--- src/include/rco_pkg.sv ---
package rco_pkg;

   // Register indices; byte address is four times the index
   localparam logic [6:0] IDX_RADIO_CTL = 7'h02;
   localparam logic [6:0] IDX_TRAFFIC   = 7'h06;
   localparam logic [6:0] IDX_EXT_PWR   = 7'h2D;
   localparam logic [6:0] IDX_DLY_HI    = 7'h49;
   localparam logic [6:0] IDX_DLY_LO    = 7'h4A;
   localparam logic [6:0] IDX_WID_HI    = 7'h4B;
   localparam logic [6:0] IDX_WID_LO    = 7'h4C;
   localparam logic [6:0] IDX_BAND_CTL  = 7'h50;
   localparam logic [6:0] IDX_OVERRIDE  = 7'h51;
   localparam logic [6:0] IDX_SYN_RX    = 7'h52;
   localparam logic [6:0] IDX_SYN_TX    = 7'h53;
   localparam logic [6:0] IDX_SYN_MON   = 7'h54;
   localparam logic [6:0] IDX_STATUS    = 7'h55;

   // Field positions
   localparam int RC_TXEN    = 0;
   localparam int RC_RXEN    = 1;
   localparam int RC_MONEN   = 2;
   localparam int RC_PLL_EN  = 3;
   localparam int RC_PLL_POL = 6;
   localparam int TM_PA_POL  = 7;
   localparam int EP_RADIO   = 1;
   localparam int BC_BAND_EN = 0;
   localparam int BC_SECOND  = 1;
   localparam int OV_SEL_LSB = 0;
   localparam int OV_VAL_LSB = 4;

   // Reset values
   localparam logic [7:0]  RST_BYTE = 8'h00;
   localparam logic [31:0] RST_WORD = 32'h0000_0000;

   // Word being serialized for synthesizer 1
   localparam logic [1:0] SYN_SEL_RX  = 2'h0;
   localparam logic [1:0] SYN_SEL_TX  = 2'h1;
   localparam logic [1:0] SYN_SEL_MON = 2'h2;

   // AHB codes
   localparam logic [2:0] HSIZE_WORD = 3'h2;
   localparam logic       HRESP_OK   = 1'h0;

   typedef enum logic [1:0] {
      PA_IDLE,
      PA_DELAY,
      PA_WIDTH
   } rco_pa_state_e;

   typedef struct packed {
      logic band_select_primary;
      logic band_select_secondary;
      logic radio_power_pin;
      logic tx_pll_switch;
      logic transmit_enable_pin;
      logic power_amp_enable;
      logic receive_on_pin;
      logic synth_one_enable_pin;
      logic gain_select_a;
      logic gain_select_b;
   } rco_pins_s;

endpackage : rco_pkg

--- src/verilog/rco_top.sv ---
// Design decisions made here: the AHB-Lite interface to the registers and the register addresses.
`timescale 1ns/100ps
module rco_top (
   input  wire logic             clock,
   input  wire logic             rst,
   input  wire logic             hsel,
   input  wire logic [31:0]      haddr,
   input  wire logic [1:0]       htrans,
   input  wire logic             hwrite,
   input  wire logic [2:0]       hsize,
   input  wire logic             hready,
   input  wire logic [31:0]      hwdata,
   output logic      [31:0]      hrdata,
   output logic                  hreadyout,
   output logic                  hresp,
   input  wire logic             serialize_start,
   input  wire logic [1:0]       serialize_word,
   input  wire logic             quarter_bit_tick,
   input  wire logic             gpio1_out,
   input  wire logic             gpio2_out,
   input  wire logic             synth_one_enable_in,
   input  wire logic             gain_select_a_in,
   input  wire logic             gain_select_b_in,
   output rco_pkg::rco_pins_s    radio_pins
);
   import rco_pkg::*;

   // Bus address phase capture
   logic                 wr_pend_r;
   logic [6:0]           wr_idx_r;
   logic [31:0]          hrdata_r;
   wire  logic           addr_ok, addr_map, wr_go;
   wire  logic [6:0]     addr_idx;
   // Software registers
   logic [7:0]           radio_ctl_r, traffic_r, ext_pwr_r;
   logic [7:0]           dly_hi_r, dly_lo_r, wid_hi_r, wid_lo_r;
   logic [7:0]           band_ctl_r, override_r;
   logic [31:0]          syn_rx_r, syn_tx_r, syn_mon_r, rd_mux;
   // Block state
   logic                 band_raw_r, tx_prev_r;
   rco_pa_state_e        pa_state_r, pa_state_nxt;
   logic [9:0]           pa_cnt_r, pa_cnt_nxt;
   rco_pins_s            pins_r, pins_nxt;
   // Decoded controls
   wire  logic           radio_on, band_en, second_en, tx_flag, tx_rise;
   wire  logic           pa_pol, pa_active, band_bit;
   wire  logic [9:0]     pa_dly, pa_wid;
   wire  logic [2:0]     ov_sel, ov_val;
   wire  logic           bsp_nxt, bss_nxt, pll_nxt;
   wire  logic           syn1_nxt, gain_a_nxt, gain_b_nxt;

   // Only whole-word aligned transfers inside the window are mapped
   assign addr_ok  = hsel & hready & htrans[1];
   assign addr_map = (haddr[31:9] == 23'h000000) &
                     (haddr[1:0] == 2'h0) & (hsize == HSIZE_WORD);
   assign addr_idx = haddr[8:2];
   assign wr_go    = addr_ok & hwrite & addr_map;

   // Zero wait state slave, always OKAY
   assign hreadyout = 1'h1;
   assign hresp     = HRESP_OK;
   assign hrdata    = hrdata_r;

   // Capture write target for the data phase
   always_ff @(posedge clock) begin
      if (rst) begin
         wr_pend_r <= 1'h0;
         wr_idx_r  <= 7'h00;
      end else begin
         wr_pend_r <= wr_go;
         wr_idx_r  <= wr_go ? addr_idx : wr_idx_r;
      end
   end

   // Read data sampled in address phase; unmapped reads zero
   always_comb begin
      rd_mux = 32'h0000_0000;
      case (addr_idx)
         IDX_RADIO_CTL: rd_mux = {24'h000000, radio_ctl_r};
         IDX_TRAFFIC:   rd_mux = {24'h000000, traffic_r};
         IDX_EXT_PWR:   rd_mux = {24'h000000, ext_pwr_r};
         IDX_DLY_HI:    rd_mux = {24'h000000, dly_hi_r};
         IDX_DLY_LO:    rd_mux = {24'h000000, dly_lo_r};
         IDX_WID_HI:    rd_mux = {24'h000000, wid_hi_r};
         IDX_WID_LO:    rd_mux = {24'h000000, wid_lo_r};
         IDX_BAND_CTL:  rd_mux = {24'h000000, band_ctl_r};
         IDX_OVERRIDE:  rd_mux = {24'h000000, override_r};
         IDX_SYN_RX:    rd_mux = syn_rx_r;
         IDX_SYN_TX:    rd_mux = syn_tx_r;
         IDX_SYN_MON:   rd_mux = syn_mon_r;
         IDX_STATUS:    rd_mux = {29'h00000000,
                                  pa_state_r == PA_WIDTH,
                                  pa_state_r == PA_DELAY,
                                  band_raw_r};
         default:       rd_mux = 32'h0000_0000;
      endcase
      if (!addr_map) begin
         rd_mux = 32'h0000_0000;
      end
   end

   // Read data register; a read right after a write sees old data
   always_ff @(posedge clock) begin
      if (rst) begin
         hrdata_r <= 32'h0000_0000;
      end else if (addr_ok & ~hwrite) begin
         hrdata_r <= rd_mux;
      end
   end

   // Byte registers, written in the data phase
   always_ff @(posedge clock) begin
      if (rst) begin
         radio_ctl_r <= RST_BYTE;
         traffic_r   <= RST_BYTE;
         ext_pwr_r   <= RST_BYTE;
         dly_hi_r    <= RST_BYTE;
         dly_lo_r    <= RST_BYTE;
         wid_hi_r    <= RST_BYTE;
         wid_lo_r    <= RST_BYTE;
         band_ctl_r  <= RST_BYTE;
         override_r  <= RST_BYTE;
      end else if (wr_pend_r) begin
         case (wr_idx_r)
            IDX_RADIO_CTL: radio_ctl_r <= hwdata[7:0];
            IDX_TRAFFIC:   traffic_r   <= hwdata[7:0];
            IDX_EXT_PWR:   ext_pwr_r   <= hwdata[7:0];
            IDX_DLY_HI:    dly_hi_r    <= hwdata[7:0];
            IDX_DLY_LO:    dly_lo_r    <= hwdata[7:0];
            IDX_WID_HI:    wid_hi_r    <= hwdata[7:0];
            IDX_WID_LO:    wid_lo_r    <= hwdata[7:0];
            IDX_BAND_CTL:  band_ctl_r  <= hwdata[7:0];
            IDX_OVERRIDE:  override_r  <= hwdata[7:0];
            default:       ;
         endcase
      end
   end

   // Synthesizer 1 words for Rx, Tx and Monitor
   always_ff @(posedge clock) begin
      if (rst) begin
         syn_rx_r  <= RST_WORD;
         syn_tx_r  <= RST_WORD;
         syn_mon_r <= RST_WORD;
      end else if (wr_pend_r) begin
         case (wr_idx_r)
            IDX_SYN_RX:  syn_rx_r  <= hwdata;
            IDX_SYN_TX:  syn_tx_r  <= hwdata;
            IDX_SYN_MON: syn_mon_r <= hwdata;
            default:     ;
         endcase
      end
   end

   // Control field decode
   assign radio_on  = ext_pwr_r[EP_RADIO];
   assign band_en   = band_ctl_r[BC_BAND_EN];
   assign second_en = band_ctl_r[BC_SECOND];
   assign tx_flag   = radio_ctl_r[RC_TXEN];
   assign pa_pol    = traffic_r[TM_PA_POL];
   assign ov_sel    = override_r[OV_SEL_LSB +: 3];
   assign ov_val    = override_r[OV_VAL_LSB +: 3];

   assign pa_dly    = {dly_hi_r[1:0], dly_lo_r};
   assign pa_wid    = {wid_hi_r[1:0], wid_lo_r};

   // bit0 of the word being shifted out
   assign band_bit = (serialize_word == SYN_SEL_TX)  ? syn_tx_r[0] :
                     (serialize_word == SYN_SEL_MON) ? syn_mon_r[0] :
                     syn_rx_r[0];

   // hold until the next word goes out
   always_ff @(posedge clock) begin
      if (rst) begin
         band_raw_r <= 1'h0;
      end else if (serialize_start) begin
         band_raw_r <= band_bit;
      end
   end

   assign tx_rise = tx_flag & ~tx_prev_r;

   always_ff @(posedge clock) begin
      if (rst) begin
         tx_prev_r <= 1'h0;
      end else begin
         tx_prev_r <= tx_flag;
      end
   end

   // PA pulse sequencer; a new edge restarts it, or returns it to idle when the width is zero
   always_comb begin
      pa_state_nxt = pa_state_r;
      pa_cnt_nxt   = pa_cnt_r;
      if (tx_rise) begin
         pa_state_nxt = (pa_wid == 10'h000) ? PA_IDLE : PA_DELAY;
         pa_cnt_nxt   = pa_dly;
      end else begin
         case (pa_state_r)
            PA_IDLE: begin
               pa_cnt_nxt = 10'h000;
            end
            PA_DELAY: begin
               if (pa_cnt_r == 10'h000) begin
                  pa_state_nxt = PA_WIDTH;
                  pa_cnt_nxt   = pa_wid;
               end else if (quarter_bit_tick) begin
                  pa_cnt_nxt = pa_cnt_r - 10'h001;
               end
            end
            PA_WIDTH: begin
               if (pa_cnt_r == 10'h000) begin
                  pa_state_nxt = PA_IDLE;
               end else if (quarter_bit_tick) begin
                  pa_cnt_nxt = pa_cnt_r - 10'h001;
               end
            end
            default: begin
               pa_state_nxt = PA_IDLE;
               pa_cnt_nxt   = 10'h000;
            end
         endcase
      end
   end

   always_ff @(posedge clock) begin
      if (rst) begin
         pa_state_r <= PA_IDLE;
         pa_cnt_r   <= 10'h000;
      end else begin
         pa_state_r <= pa_state_nxt;
         pa_cnt_r   <= pa_cnt_nxt;
      end
   end

   assign pa_active = (pa_state_r == PA_WIDTH);

   assign bsp_nxt = band_en ? (band_raw_r & radio_on) : gpio2_out;

   // inverse of the ungated band value
   assign bss_nxt = (band_en & second_en) ? (~band_raw_r & radio_on)
                                          : gpio1_out;

   // enable xor polarity gives the level
   assign pll_nxt = radio_ctl_r[RC_PLL_EN] ^ radio_ctl_r[RC_PLL_POL];

   // radio function while select is clear
   assign syn1_nxt   = ov_sel[0] ? ov_val[0] : synth_one_enable_in;
   assign gain_a_nxt = ov_sel[1] ? ov_val[1] : gain_select_a_in;
   assign gain_b_nxt = ov_sel[2] ? ov_val[2] : gain_select_b_in;

   // Pin bundle assembly
   assign pins_nxt = '{
      band_select_primary:   bsp_nxt,
      band_select_secondary: bss_nxt,
      // direct copy of the power flag
      radio_power_pin:       radio_on,
      tx_pll_switch:         pll_nxt,
      transmit_enable_pin:   tx_flag,
      power_amp_enable:      pa_active ^ pa_pol,
      receive_on_pin:        radio_ctl_r[RC_RXEN] |
                             radio_ctl_r[RC_MONEN],
      synth_one_enable_pin:  syn1_nxt,
      gain_select_a:         gain_a_nxt,
      gain_select_b:         gain_b_nxt
   };

   // Registered pins so they never glitch on decode changes
   always_ff @(posedge clock) begin
      if (rst) begin
         pins_r <= '0;
      end else begin
         pins_r <= pins_nxt;
      end
   end

   assign radio_pins = pins_r;

   // Checks on the pin logic; held off one cycle past reset release,
   // since an attempt begun on the releasing edge sees reset state
   logic rst_d_r;
   always_ff @(posedge clock) begin
      rst_d_r <= rst;
   end
endmodule : rco_top

--- config.mk ---
export PLATFORM = sky130hd
export DESIGN_NAME = rco_top
export DESIGN_NICKNAME = d
export VERILOG_FILES = /design/src/include/rco_pkg.sv /design/src/verilog/rco_top.sv
export SDC_FILE = /design/constraint.sdc
export NUM_CORES = 1
export LEC_CHECK = 0
export ABC_CLOCK_PERIOD_IN_PS = 2550
export BUFFER_PORTS_ARGS = -buffer_cell sky130_fd_sc_hd__buf_2
export CAP_MARGIN = 20
export CORE_MARGIN = 3
export CORE_UTILIZATION = 47
export CTS_CLUSTER_DIAMETER = 40
export DETAILED_ROUTE_END_ITERATION = 8
export PLACE_DENSITY = 0.75
export SETUP_SLACK_MARGIN = 0.3
export SLEW_MARGIN = 25
export SYNTH_ARGS = -nofsm -noshare
export SYNTH_HDL_FRONTEND = slang
export SYNTH_SLANG_ARGS = --single-unit
--- constraint.sdc ---
create_clock -name clock -period 2.55 [get_ports clock]
set_clock_uncertainty 0.15 [all_clocks]
set_input_delay 0.255 -clock clock [delete_from_list [all_inputs] [get_ports clock]]
set_output_delay 0.255 -clock clock [all_outputs]
set_load 0.02 [all_outputs]
== Yosys cells after proc, flatten, opt, wreduce, memory -nomap -nowiden ==
Cells that the tools add are included.

* Bits in latches: 0
* Memories kept: 0
* Memory bits (read-only): 0
* Register bits: 231
* RAM bits: 0

* Equality and inequality tests: 34
* Multiplexer cells: 19
* Bitwise operators: 17
* Reductions and logical operators: 18
* Multipliers: 0
* Order comparisons: 0
* Div/mod/pow operators: 0
* Shift-type cells: 0
* $add $sub $neg: 1

{| class="wikitable"
|+ Operators with widths
! cell !! number
|-
| case mux 32 bit (13 select lines) || 1
|-
| equality test 7 bit, second input constant || 19
|-
| two-way mux 10 bit || 4
|-
| two-way mux 32 bit || 1
|-
| AND reduction 2 bit || 12
|-
| zero test 23 bit || 1
|-
| zero test 10 bit || 2
|-
| case mux 10 bit (2 select lines) || 1
|-
| equality test 7 x 2 -> 1 bit, second input constant || 2
|-
| equality test 7 x 3 -> 1 bit, second input constant || 2
|-
| equality test 7 x 6 -> 1 bit, second input constant || 2
|-
| AND 1 bit || 11
|-
| subtractor 10 x 1 -> 10 bit, second input constant || 1
|-
| two-way mux 1 bit || 8
|-
| two-way mux 2 bit || 3
|-
| != test 3 x 2 -> 1 bit, second input constant || 2
|-
| case mux 2 bit (3 select lines) || 1
|-
| equality test 2 x 1 -> 1 bit, second input constant || 2
|-
| equality test 2 bit, second input constant || 2
|-
| zero test 2 bit || 2
|-
| equality test 3 x 2 -> 1 bit, second input constant || 1
|-
| != test 3 bit, second input constant || 1
|-
| NOT 1 bit || 3
|-
| AND reduction 3 bit || 1
|-
| other kinds (3) || 4
|}

== Logic depth before layout (Yosys ltp) ==
* Word-level depth: 5
* Depth in mapped cells: 8
* Gate-level depth less buffers: 7

== Worst setup path before layout ==
No wires, ideal clock.

* Path type: reg2reg
* Start point: register pa_cnt_r[0]
* End point: register pa_cnt_r[0]
* Arrival time: 1.881 ns
* Path buffers: 1
* Path slack: 0.394 ns
* Cell stages (with the launch flop): 9
* Library setup time: 0.125 ns
* Required time: 2.275 ns
* Cells stage by stage: dfxtp_1 > inv_1 > ha_1 > or4b_1 > or3_1 > buf_6 > o21a_1 > o22ai_1 > a211oi_1

* Longest elaborated chain between the ends: 5

{| class="wikitable"
|+ Ends and longest elaborated chain
! what !! line !! source
|-
| start: declaration || rco_top.sv:42 || <nowiki>logic [9:0] pa_cnt_r, pa_cnt_nxt;</nowiki>
|-
| start signal: assignment || rco_top.sv:232 || <nowiki>pa_cnt_r <= pa_cnt_nxt;</nowiki>
|-
| subtractor 10 x 1 -> 10 bit || rco_top.sv:208, rco_top.sv:215 ||
|-
| two-way mux 10 bit || rco_top.sv:207, rco_top.sv:214 ||
|-
| two-way mux 10 bit, on equally long branches || rco_top.sv:212, rco_top.sv:204 ||
|-
| case mux 10 bit (2 select lines) || rco_top.sv:199 || <nowiki>case (pa_state_r)</nowiki>
|-
| two-way mux 10 bit || rco_top.sv:195 || <nowiki>if (tx_rise) begin</nowiki>
|}

Several ways; a longest one is shown, not always the timed one. The select of a mux whose other input is x is not followed.
A chain may end at the register's enable or synchronous reset.

== Final worst setup path ==
* Start point: input port haddr[6]
* End point: register hrdata_r[0] (netlist: hrdata[0])

* Longest elaborated chain between the ends: 3

{| class="wikitable"
|+ Ends and longest elaborated chain
! what !! line !! source
|-
| start: declaration || rco_top.sv:7 || <nowiki>input wire logic [31:0] haddr,</nowiki>
|-
| equality test 7 bit, or another cell as far along || rco_top.sv:78 || <nowiki>case (addr_idx)</nowiki>
|-
| case mux 32 bit (13 select lines) (*) || rco_top.sv:78 ||
|-
| two-way mux 32 bit (*) || rco_top.sv:97 || <nowiki>if (!addr_map) begin</nowiki>
|-
| end signal: assignment || rco_top.sv:107 || <nowiki>hrdata_r <= rd_mux;</nowiki>
|-
| end: declaration || rco_top.sv:31 || <nowiki>logic [31:0] hrdata_r;</nowiki>
|}

Every way passes the cells marked *; elsewhere a longest branch is shown, timed or not.

==> impl_metrics.env <==
export IMPL_dr_total_vias=10110
export IMPL_dr_pass1_iters=5
export IMPL_swShare_pct=22.17
export IMPL_syn_inst=1257
export IMPL_power_w=0.008817
export IMPL_fin_crit_sh_pct=86.64
export IMPL_synthesis_nets=1344
export IMPL_port_buffers=123
export IMPL_clock_fmax_mhz=452.6
export IMPL_timing_rr_start="wr_idx_r[4]$_SDFFE_PP0P_"
export IMPL_clock_root_buffer="clkbuf_16"
export IMPL_final_setup_viol_count=0
export IMPL_ant_nets=0
export IMPL_synth_area_um2=10410
export IMPL_critPathKind="input port to register"
export IMPL_ir_drop_mv=0.4896
export IMPL_cpMaxStageDelayCell="dlygate4sd3_1"
export IMPL_synth_edff_count=0
export IMPL_clock_path_buffers=3
export IMPL_die_y_um=154.9
export IMPL_p_leak_nw=5.137
export IMPL_p_int_w=0.006862
export IMPL_ys_async_sr_fraction_pct=0
export IMPL_use_met3_pct=4.812
export IMPL_drc=0
export IMPL_worstSetupStartpointType="input port"
export IMPL_fin_cells=1694
export IMPL_crit_family="buffers and inverters"
export IMPL_layout_drive_gt1_share_pct=18.04
export IMPL_p_per_area_nw_per_um2=677.7
export IMPL_cp_depth=8
export IMPL_finalMaxSlewViolations=0
export IMPL_use_met2_pct=43.93
export IMPL_numCtsBuffers=31
export IMPL_worst_ep_arrival_time_ns=2.47
export IMPL_slowest_delay_ns=0.53
export IMPL_worst_pin_slew_ns=0.8169
export IMPL_path_common_cell="a221oi_1"
export IMPL_p_switching_w=0.001955
export IMPL_cts_tree="done"
export IMPL_crit_chain="dlygate4sd3_1 > clkbuf_4 > nor4b_2 > buf_4 > nand2_1 > o22ai_1 > a221oi_1 > a221oi_1"
export IMPL_numClockSinks=231
export IMPL_comb_power_share_pct=4.8
export IMPL_die_width_um=154.9
export IMPL_fin_crit_ns=2.209
export IMPL_initial_utilization_pct=48.62
export IMPL_critPathCaptureType="register"
export IMPL_rr_worst_depth=7
export IMPL_synth_flop_cell="dfxtp_1"
export IMPL_pin_count=127
export IMPL_drtIter0Drc=914
export IMPL_crit_buf_inv=3
export IMPL_cts_clk_slew_worst_paths_ns=0.06
export IMPL_synth_largest_area_cell="dfxtp_1"
export IMPL_hold_violations=0
export IMPL_power_frac_seq_pct=41.0
export IMPL_gr_usage_met1_pct=34.47
export IMPL_wl_um=32590
export IMPL_slew_limit_headroom_pct=45.54
export IMPL_cts_max_level=1
export IMPL_diodes=0
export IMPL_synth_area_per_cell_um2=8.285
export IMPL_tns_ns=0
export IMPL_dp_cells=1592
export IMPL_yosys_top_cells_area="dfxtp_1, nand2_1, mux2i_1"
export IMPL_hp_class="input port to register"
export IMPL_grt_ovfl_total=0
export IMPL_coreArea_um2=21420
export IMPL_rows=53
export IMPL_hold_slack_ns=0.01974
export IMPL_clkLatencyLatePin_ns=0.55
export IMPL_busiest_layer="met2"
export IMPL_antenna_found_initial=0
export IMPL_dp_hpwl_um=20940
export IMPL_clockPowerShare_pct=54.2
export IMPL_crit_fanout=13
export IMPL_grt_pass1_wl_um=51730
export IMPL_die_area_um2=23980
export IMPL_yosysSeqAreaShare_pct=44.41
export IMPL_drv_cap=0
export IMPL_reg2reg_to="syn_rx_r[11]$_SDFFE_PP0P_"
export IMPL_critPathCapture="hrdata[0]$_SDFFE_PP0P_"
export IMPL_cp_required_ns=2.81
export IMPL_vias_per_cell=5.965
export IMPL_startpoint="haddr[6]"
export IMPL_yosysUniqueCellTypes=79
export IMPL_grtUsageTotal_pct=26.37
export IMPL_avgRoutedWirePerCell_um=19.24
export IMPL_final_util_pct=60.74
export IMPL_rsz0062_at_grt="yes"
export IMPL_ys_warn_count=0
export IMPL_gp_congestion=0.9985
export IMPL_grt_max_degree=76
export IMPL_status="complete, no violations"
export IMPL_synth_top_area_share_pct=44.41
export IMPL_grt_pass1_vias=9824
export IMPL_area_growth_pct=24.93
export IMPL_reg2reg_slack_ns=0.35
export IMPL_nets=1482
export IMPL_ys_seq_elements=231
[registers in the layout, summed over array words and instances, names as in the netlist, 7 cells and up]
register     flops
ext_pwr_r        8
dly_hi_r         8
radio_ctl_r      8
band_ctl_r       8
traffic_r        8
wid_lo_r         8
pa_cnt_r        10
syn_tx_r        32
syn_rx_r        32
dly_lo_r         8
override_r       8
syn_mon_r       32
radio_pins      10
wid_hi_r         8
wr_idx_r         7
hrdata          32
[worst min-delay path by stage]
stage,startpoint,endpoint,slack [ns],depth (start not counted)
2_1_floorplan,hwdata[10],syn_mon_r[10]$_SDFFE_PP0P_,0.24,2
3_3_place_gp,syn_mon_r[14]$_SDFFE_PP0P_,syn_mon_r[14]$_SDFFE_PP0P_,0.29,2
3_5_place_dp,syn_mon_r[22]$_SDFFE_PP0P_,syn_mon_r[22]$_SDFFE_PP0P_,0.29,2
4_1_cts,haddr[5],wr_idx_r[3]$_SDFFE_PP0P_,0.01,3
5_1_grt,haddr[7],wr_idx_r[5]$_SDFFE_PP0P_,0.05,3
6_report,haddr[5],wr_idx_r[3]$_SDFFE_PP0P_,0.02,3
[placed cells by master (no fill, tap or decap), types with 6 or more instances in the layout]
cell type	instances
a21oi_1	151
a221o_1	25
a221oi_1	8
a22oi_1	11
a31oi_1	6
and3_1	29
buf_12	8
buf_2	121
buf_4	33
bufinv_16	7
clkbuf_16	31
dfxtp_1	229
dlygate4sd3_1	44
inv_1	6
mux2i_1	76
nand2_1	272
nand2b_1	6
nand3_1	58
nand3b_1	8
nand4_1	14
nor2_1	87
nor2b_1	9
nor3_1	7
nor4_1	10
o21ai_1	6
o22ai_1	6
xnor2_1	6
[final cells by class]
class | count | area (um^2)
Clock buffer | 37 | 838.3
Multi-Input combinational cell | 914 | 5360
Sequential cell | 231 | 4627
Tap cell | 275 | 344.1
Fill cell | 1831 | 8409
Inverter | 8 | 30.03
Timing Repair Buffer | 209 | 1484
Clock inverter | 20 | 326.6
[through the flow]
| step | instance area (um^2) | worst slack [ns] |
|---|---|---|
| finish | 13010 | 0.3406 |
| global route | 13010 | 0.2004 |
| CTS | 12950 | 0.2935 |
| detailed placement | 11340 | 0.2251 |
| global placement | 11340 | 0.2415 |
| floorplan | 10410 | 0.3941 |
[metal layers]
| layer | wire (um) | share of wire [%] |
|---|---|---|
| met1 | 13190 | 40 |
| met2 | 15330 | 47 |
| met4 | 991 | 3.0 |
| met5 | 0 | 0 |
| met3 | 3078 | 9.4 |
[kinds of logic after synthesis]
| group | synth area share, % |
|---|---|
| adders and majority gates | 0.4806 |
| buffers and inverters | 4.998 |
| xor gates and xnor gates | 0.8410 |
| AOI/OAI and AO/OA | 16.27 |
| and+or+nand+nor | 25.20 |
| DFF | 44.41 |
| other | 0.07212 |
| muxes | 7.738 |
[cells in the mapped netlist (all sizes together), types with 9 or more instances]
| cell | instances |
|---|---|
| nand4 | 14 |
| nand3 | 58 |
| buf | 32 |
| mux2i | 76 |
| a22oi | 11 |
| a21oi | 151 |
| nor4 | 12 |
| nor2b | 9 |
| clkbuf | 72 |
| nor3 | 11 |
| nor2 | 89 |
| a221o | 25 |
| and3 | 29 |
| o21ai | 10 |
| dfxtp | 231 |
| nand2 | 273 |
[repair_timing]
action,CTS,global route
buffers inserted,0,1
endpoints found under the setup margin,5,85
resized for setup,2,13
endpoints found under the hold margin,134,0
pin swaps,0,3
hold buffers,44,0
[power groups by stage]
stage	Clock (W)	Combinational (W)	Sequential (W)
after detailed placement	0	0.000351	0.00370
final	0.00478	0.000420	0.00362
after CTS	0.00481	0.000403	0.00362
after global placement	0	0.000349	0.00370
after floorplan	0	0.000180	0.00370
after global routing	0.00498	0.000445	0.00362
[worst min-delay path: cells and delay by family]
family | cells | cell delay, ns
AND/OR/NAND/NOR | 1 | 0.05
multiplexers | 1 | 0.17
buffers and inverters | 1 | 0.20
Note: power is estimated with default switching activity, not from simulation.
